--- src/verilog/bus_guard_defines.vh ---
// How it works
// RQ1: Twenty-bit address writes never split by DMA
// RQ2: Lockout bit set holds off DMA transfers
// RQ3: Cleared channel enable stops channel requests
// RQ4: Word write loads sixteen bits, upper cleared
// RQ5: Flag events during interleaved RMW still captured
// RQ6: Flags already set stay set through RMW
// RQ7: Reading vector register clears pending flag
// RQ8: Busy peripheral may insert wait states
// RQ9: No DMA access to waiting peripheral
// RQ10: Debug halt preserves pending DMA write data
// RQ11: DMA granted only at CPU cycle boundaries
`ifndef BUS_GUARD_DEFINES_VH
`define BUS_GUARD_DEFINES_VH
`define ADDR_W 20
`define WORD_W 16
`define NUM_CHAN 3
`define NUM_FLAGS 8
`define FIFO_DEPTH 32
`define DATA_W 16
`define SRC_RESET 20'h00000
`define DST_RESET 20'h00000
`endif

--- src/verilog/word_fifo.v ---
`timescale 1ns/100ps
module word_fifo #(
  parameter WIDTH = 16,
  parameter DEPTH = 32,
  parameter AW = 5
) (
  // Clock and reset
  input wire ref_clk,
  input wire rst,
  // Fill side
  input wire [WIDTH-1:0] in_data,
  input wire in_valid,
  output wire in_ready,
  // Drain side
  output wire [WIDTH-1:0] out_data,
  output wire out_valid,
  input wire out_ready
);
  reg [WIDTH-1:0] mem [0:DEPTH-1];
  reg [AW:0] wr_ptr_reg;
  reg [AW:0] rd_ptr_reg;
  reg full_reg;
  wire full;
  wire [AW:0] wr_ptr_next;
  wire [AW:0] rd_ptr_next;
  wire empty;
  wire push;
  wire pop;
  assign empty = (wr_ptr_reg == rd_ptr_reg);
  // Full is kept in a flop so the fill-side ready leaves a register
  assign full = full_reg;
  assign wr_ptr_next = wr_ptr_reg + {{AW{1'b0}}, push};
  assign rd_ptr_next = rd_ptr_reg + {{AW{1'b0}}, pop};
  assign in_ready = ~full;
  assign out_valid = ~empty;
  assign push = in_valid & ~full;
  assign pop = out_ready & ~empty;
  assign out_data = mem[rd_ptr_reg[AW-1:0]];
  always @(posedge ref_clk) begin
    if (push) begin
      mem[wr_ptr_reg[AW-1:0]] <= in_data;
    end
  end
  always @(posedge ref_clk) begin
    if (rst) begin
      wr_ptr_reg <= {(AW+1){1'b0}};
      rd_ptr_reg <= {(AW+1){1'b0}};
      full_reg <= 1'b0;
    end else begin
      wr_ptr_reg <= wr_ptr_next;
      rd_ptr_reg <= rd_ptr_next;
      full_reg <= (wr_ptr_next[AW-1:0] == rd_ptr_next[AW-1:0]) &&
        (wr_ptr_next[AW] != rd_ptr_next[AW]);
    end
  end
endmodule // word_fifo

--- src/verilog/dma_bus_access_guard.v ---
`timescale 1ns/100ps
`include "bus_guard_defines.vh"
module dma_bus_access_guard #(
  parameter NCH = `NUM_CHAN,
  parameter NFL = `NUM_FLAGS,
  parameter AW = `ADDR_W,
  parameter DW = `DATA_W
) (
  // Clock and reset
  input wire ref_clk,
  input wire rst,
  // CPU register access
  input wire cpu_cycle_start,
  input wire cpu_cycle_end,
  input wire cpu_wr,
  input wire cpu_wide,
  input wire cpu_dst_sel,
  input wire [1:0] cpu_chan,
  input wire [AW-1:0] cpu_wdata,
  // Controls
  input wire rmw_dma_lockout,
  input wire [NCH-1:0] chan_enable_bit,
  input wire [NCH-1:0] chan_trigger,
  // Interrupt flags of a module
  input wire [NFL-1:0] flag_event,
  input wire [NFL-1:0] flag_sw_clear,
  input wire vector_read,
  input wire [2:0] vector_index,
  // Peripheral slave and debug
  input wire periph_wait,
  input wire debug_halt,
  // DMA write data source
  input wire [DW-1:0] dma_wdata,
  input wire dma_wvalid,
  output wire dma_wready,
  // DMA bus side
  output reg dma_grant,
  output reg [1:0] dma_chan,
  output reg [AW-1:0] dma_src,
  output reg [AW-1:0] dma_dst,
  output reg dma_strobe,
  output reg [DW-1:0] dma_bus_data,
  output reg [NFL-1:0] flag_out
);
  // ----------------------------------------
  // Address registers
  // ----------------------------------------
  reg [AW-1:0] src_reg [0:NCH-1];
  reg [AW-1:0] dst_reg [0:NCH-1];
  reg cpu_busy_reg;
  reg [1:0] state_reg;
  reg [1:0] state_next;
  reg [1:0] chan_reg;
  reg [NCH-1:0] pend_reg;
  reg [NFL-1:0] flag_reg;
  wire [AW-1:0] load_val;
  wire cpu_in_cycle;
  wire [DW-1:0] f_data;
  wire f_valid;
  wire f_ready;
  reg any_pend;
  reg [1:0] pick;
  integer flag_i;
  integer arb_i;
  integer pend_i;
  // Sequencer states
  localparam ST_IDLE = 2'h0;
  localparam ST_REQ = 2'h1;
  localparam ST_HOLD = 2'h2;
  // Word writes clear the upper bits so the address stays in low 64K
  assign load_val = cpu_wide ? cpu_wdata : {{(AW-`WORD_W){1'b0}}, cpu_wdata[`WORD_W-1:0]}; // RQ4
  // CPU cycle counts as busy from its start strobe through its end strobe
  assign cpu_in_cycle = cpu_busy_reg | cpu_cycle_start; // RQ11
  genvar g;
  generate
    for (g = 0; g < NCH; g = g + 1) begin : chan_regs
      always @(posedge ref_clk) begin
        if (rst) begin
          src_reg[g] <= `SRC_RESET;
          dst_reg[g] <= `DST_RESET;
        end else if (cpu_wr && cpu_chan == g) begin
          // Whole value loaded in one edge, DMA cannot interleave it
          if (cpu_dst_sel) begin
            dst_reg[g] <= load_val; // RQ1
          end else begin
            src_reg[g] <= load_val; // RQ1
          end
        end
      end
    end
  endgenerate
  always @(posedge ref_clk) begin
    if (rst) begin
      cpu_busy_reg <= 1'b0;
    end else if (cpu_cycle_end) begin
      cpu_busy_reg <= 1'b0;
    end else if (cpu_cycle_start) begin
      cpu_busy_reg <= 1'b1;
    end
  end
  // ----------------------------------------
  // Interrupt flags
  // ----------------------------------------
  always @(posedge ref_clk) begin
    if (rst) begin
      flag_reg <= {NFL{1'b0}};
    end else begin
      for (flag_i = 0; flag_i < NFL; flag_i = flag_i + 1) begin
        // Set wins over any clear, so DMA interleave cannot drop an event
        if (flag_event[flag_i]) begin
          flag_reg[flag_i] <= 1'b1; // RQ5
        end else if (vector_read && vector_index == flag_i) begin
          flag_reg[flag_i] <= 1'b0; // RQ7
        end else if (flag_sw_clear[flag_i]) begin
          flag_reg[flag_i] <= 1'b0;
        end else begin
          flag_reg[flag_i] <= flag_reg[flag_i]; // RQ6
        end
      end
    end
  end
  // ----------------------------------------
  // Request arbitration
  // ----------------------------------------
  always @* begin
    any_pend = 1'b0;
    pick = 2'h0;
    for (arb_i = NCH - 1; arb_i >= 0; arb_i = arb_i - 1) begin
      if (pend_reg[arb_i]) begin
        any_pend = 1'b1;
        pick = arb_i[1:0];
      end
    end
  end
  always @(posedge ref_clk) begin
    if (rst) begin
      pend_reg <= {NCH{1'b0}};
    end else begin
      for (pend_i = 0; pend_i < NCH; pend_i = pend_i + 1) begin
        if (!chan_enable_bit[pend_i]) begin
          pend_reg[pend_i] <= 1'b0; // RQ3
        end else if (chan_trigger[pend_i]) begin
          pend_reg[pend_i] <= 1'b1;
        end else if (state_reg == ST_HOLD && state_next == ST_IDLE && chan_reg == pend_i) begin
          pend_reg[pend_i] <= 1'b0;
        end
      end
    end
  end
  // ----------------------------------------
  // Transfer sequencer
  // ----------------------------------------
  // Pending write data waits in the buffer while halted, never dropped
  always @* begin
    state_next = state_reg;
    case (state_reg)
      ST_IDLE: begin
        // Hold off during lockout or any CPU cycle in flight
        if (any_pend && f_valid && !rmw_dma_lockout && !cpu_in_cycle) begin // RQ2 RQ11
          state_next = ST_REQ;
        end
      end
      ST_REQ: begin
        if (!chan_enable_bit[chan_reg]) begin
          state_next = ST_IDLE; // RQ3
        end else if (!periph_wait && !debug_halt) begin // RQ9 RQ8 RQ10
          state_next = ST_HOLD;
        end
      end
      ST_HOLD: begin
        state_next = ST_IDLE;
      end
      default: begin
        state_next = ST_IDLE;
      end
    endcase
  end
  assign f_ready = (state_reg == ST_HOLD); // RQ10
  always @(posedge ref_clk) begin
    if (rst) begin
      state_reg <= ST_IDLE;
      chan_reg <= 2'h0;
      dma_grant <= 1'b0;
      dma_chan <= 2'h0;
      dma_src <= {AW{1'b0}};
      dma_dst <= {AW{1'b0}};
      dma_strobe <= 1'b0;
      dma_bus_data <= {DW{1'b0}};
      flag_out <= {NFL{1'b0}};
    end else begin
      state_reg <= state_next;
      flag_out <= flag_reg;
      dma_strobe <= 1'b0;
      if (state_reg == ST_IDLE && state_next == ST_REQ) begin
        chan_reg <= pick;
      end
      dma_grant <= (state_next != ST_IDLE);
      if (state_next == ST_HOLD) begin
        // Strobe only once the slave is free of wait states
        dma_strobe <= 1'b1; // RQ9
        dma_chan <= chan_reg;
        dma_src <= src_reg[chan_reg];
        dma_dst <= dst_reg[chan_reg];
        dma_bus_data <= f_data;
      end
    end
  end
  // ----------------------------------------
  // Write data buffer
  // ----------------------------------------
  word_fifo #(
    .WIDTH(DW),
    .DEPTH(`FIFO_DEPTH),
    .AW(5)
  ) data_fifo (
    .ref_clk(ref_clk),
    .rst(rst),
    .in_data(dma_wdata),
    .in_valid(dma_wvalid),
    .in_ready(dma_wready),
    .out_data(f_data),
    .out_valid(f_valid),
    .out_ready(f_ready)
  );
endmodule // dma_bus_access_guard

--- config.mk ---
export PLATFORM = sky130hd
export DESIGN_NAME = dma_bus_access_guard
export DESIGN_NICKNAME = d
export VERILOG_FILES = /design/src/verilog/word_fifo.v /design/src/verilog/dma_bus_access_guard.v
export VERILOG_INCLUDE_DIRS = /design/src /design/src/verilog
export SDC_FILE = /design/constraint.sdc
export NUM_CORES = 1
export LEC_CHECK = 0
export ABC_AREA = 1
export BUFFER_PORTS_ARGS = -buffer_cell sky130_fd_sc_hd__buf_2
export CELL_PAD_IN_SITES_DETAIL_PLACEMENT = 0
export CELL_PAD_IN_SITES_GLOBAL_PLACEMENT = 1
export CORE_MARGIN = 2
export CORE_UTILIZATION = 53
export CTS_CLUSTER_DIAMETER = 80
export DETAILED_ROUTE_END_ITERATION = 7
export PLACE_DENSITY = 0.93
export SETUP_SLACK_MARGIN = 0.05
export SYNTH_ARGS = -nofsm -noshare
export SYNTH_HDL_FRONTEND = slang
export SYNTH_HIERARCHICAL = 1
export SYNTH_SLANG_ARGS = --single-unit
--- constraint.sdc ---
create_clock -name ref_clk -period 4 [get_ports ref_clk]
set_input_delay 0.8 -clock ref_clk [delete_from_list [all_inputs] [get_ports ref_clk]]
set_output_delay 0.8 -clock ref_clk [all_outputs]
set_load 0.005 [all_outputs]
==> results.cfg <==
[status]
status = finished clean

[die]
start_util = 0.538
die-area_um2 = 59300
coreArea_um2 = 56500
num_rows = 87
chipWidth_um = 243
ios = 144
die_h_um = 243

[sta]
finClkSkew_ns = 0.0370
period_share = 0.692
fmax_ghz = 0.361
tns_ns = 0
fin_crit_ns = 2.77
worstMarginPinSlew_ns = 1.18
hold_viol_final = 0
finalMaxSlewViolations = 0
slew_headroom = 0.212
hold_ws_ns = 0.337
finalSetupViolCount = 0
rsz0062_at_grt = false

[worst_setup_path]
startpoint_type = flip-flop
cp.arrival_ns = 3.33
path_buf_inv = 2
cpLargestDelayFamily = simple AND/OR/NAND/NOR gates
reg2reg_depth = 16
cpMostUsedCell = nand2_1
crit_path_cell_trace = inv_4, nand2_1, nand4_1, nor2_1, a21boi_0, ha_1, ha_1, nand3_1, nand2_1, nand2_1, inv_1, nand2_1, nand2_1, nor2_1, nand2_1, nor2_1
r2r_slack_ns = 1.23
r2r_start = data_fifo/rd_ptr_reg[1]
worstPathRequired_ns = 4.56
cp_slowest_stage_delay_ns = 0.74
critical_path_class = flip-flop to flip-flop
crit_end = data_fifo/full
cp_slowest_cell = dfxtp_4
reg2reg_to = data_fifo/full
cp_max_fo = 46
crit_start = data_fifo/rd_ptr_reg[1]
worst_setup_path_end_kind = flip-flop
path_depth = 16

[detailed_routing]
final_antenna_net_count = 0
via_count = 21240
vias_per_cell = 5.57
wl_per_cell_um = 19.2
drt_iter0_markers = 2165
drc = 0
drt-pass1-iter-count = 6
wl_mm = 73.2

[pwr]
power_density_nw_per_um2 = 464
pwr-share-seq = 0.537
vdd_ir_drop_max_uv = 473
power.leakage_nw = 13.2
p_total_w = 0.0157
swShare = 0.210
clockPowerShare = 0.429
p_switching_w = 0.00329
cellInternalPower_w = 0.0124
comb_power_share = 0.034

[yosys]
yosys.area.top_type_share = 0.625
yosysTopAreaCell = edfxtp_1
async_reset_ff_frac = 0
synthCells = 2902
synth_xor_area_frac = 0.00144
synth-edff-count = 632
synth_cell_types = 33
synth_fa_ha_area_frac = 0.00165
synth_mux_area_frac = 0
yosys-top-cells-count = 929 x nand2_1, 632 x edfxtp_1, 486 x nand3_1
yosysMostFrequentCell = nand2_1
synth-compound-area-share = 0.0128
syn-mean-instance-area_um2 = 10.5
yosys_warnings = 6
syn_area_um2 = 30400
yosysSeqAreaShare = 0.688
synth_top_family_by_area = simple AND/OR/NAND/NOR gates
dominantRegCellSynth = edfxtp_1
ys_seq_elements = 729
yosys-top-cells-area = edfxtp_1 62%, nand2_1 11%, nand3_1 8.0%, dfxtp_1 6.4%, nor2_1 4.4%
synth-simple-area-share = 0.246
syn_nets = 2981

[global_route]
grt_antenna_before_repair = 0
grt_use_total = 0.247
grt_pass1_wl_mm = 114
grt_start_max_net_pins = 197
overflow = 0
grt_pass1_vias = 20715

[worst_hold_path]
hold_depth = 2
hold_path_class = input port to flip-flop

[layout]
antenna_cells = 0
largest_register_ffs = 512
final_layout_size_suffix_gt1_frac = 0.105
area_growth_pct = 11.4
nets = 3079
final_core_util = 0.599

[cts]
clock-sinks = 729
clock_latency_ns = 0.63
root_buffer = clkbuf_16
clk_pin_slew_ns = 0.06
numCtsBuffers = 75
cts_tree = done
post_cts_buffers = 0
cts.path.max_buffers = 3
postCtsHoldBufs = 0
htreeDepth = 3
cts_resized = 0

[place]
gp_congestion = 0.812
io_buffer_count = 143
dp_hpwl_mm = 43.5

[run]
drv_cap = 0
metrics by stage:
step / cells / setup slack, ns / instance area, µm²
final: 3813 / 1.23 / 33900
after global routing: 3813 / 0.909 / 33900
after CTS: 3813 / 1.26 / 33900
after detailed placement: 3679 / 1.27 / 31500
after global placement: 3679 / 1.25 / 31500
after floorplan: 2902 / 1.13 / 30400
power by group through the flow:
| stage | Sequential (W) | Clock, W | Combinational [W] |
|---|---|---|---|
| floorplan | 0.00858 | 0 | 0.000288 |
| global placement | 0.00858 | 0 | 0.000521 |
| detailed placement | 0.00859 | 0 | 0.000536 |
| CTS | 0.00843 | 0.00682 | 0.000540 |
| global route | 0.00844 | 0.00712 | 0.000599 |
| finish | 0.00843 | 0.00674 | 0.000542 |
kinds of logic (layout without fill, tap and decap cells):
group / count (synthesis) / in the layout
AO/OA/AOI/OAI: 76 / 76
XOR/XNOR: 5 / 5
adder cells (fa/ha/maj): 4 / 4
buffers and inverters: 285 / 440
flip-flops: 729 / 729
AND/OR/NAND/NOR: 1803 / 1803
how the worst min path moves through the flow:
stage                   from           end  slack (ns)
3_5_place_dp     flag_reg[1]   flag_out[1]        0.43
3_3_place_gp     flag_reg[6]   flag_out[6]        0.42
2_1_floorplan    flag_reg[0]   flag_out[0]        0.41
4_1_cts        cpu_cycle_end  cpu_busy_reg        0.31
5_1_grt        cpu_cycle_end  cpu_busy_reg        0.33
6_report       cpu_cycle_end  cpu_busy_reg        0.34
area by class of cell:
type	count	area (µm²)
repair buffers	197	1200
well taps	756	946
multi-input cells	1888	8000
clock buffers	92	2000
flip-flops and latches	729	20900
clock inverters	42	374
fillers	4384	22600
inverters	109	417
worst register-to-register path, stage by stage, from the launching register on:
cell	delay [ns]
dfxtp_4	0.74
inv_4	0.31
nand2_1	0.14
nand4_1	0.11
nor2_1	0.14
a21boi_0	0.12
ha_1	0.24
ha_1	0.23
nand3_1	0.09
nand2_1	0.07
nand2_1	0.09
inv_1	0.06
nand2_1	0.06
nand2_1	0.05
nor2_1	0.12
nand2_1	0.07
nor2_1	0.07
per-layer routing:
layer / track usage / up-vias / routed length [µm]
met3: 0.0449 / 156 / 5810
met1: 0.326 / 10209 / 29800
li1: - / 9965 / -
met5: 0 / - / 0
met2: 0.408 / 910 / 35400
met4: 0.0936 / 0 / 2280
placed cells by master (no fill, tap or decap), types with 3 or more instances in the layout:
cell | netlist | routed
edfxtp_1 | 632 | 632
nor2_1 | 354 | 354
clkbuf_1 | 31 | 13
nand3b_1 | 16 | 16
nand4_1 | 8 | 8
dfxtp_1 | 97 | 94
buf_12 | 1 | 6
o21ai_2 | 0 | 4
nand2_1 | 929 | 929
buf_2 | 85 | 143
xor2_1 | 3 | 3
clkinv_4 | 0 | 4
ha_1 | 4 | 4
a21oi_1 | 66 | 66
clkinv_2 | 0 | 12
clkbuf_16 | 0 | 77
inv_1 | 104 | 102
bufinv_16 | 0 | 5
inv_2 | 2 | 3
nand3_1 | 486 | 486
buf_4 | 25 | 48
clkinv_1 | 2 | 18
Note: power is estimated with default switching activity, not from simulation.
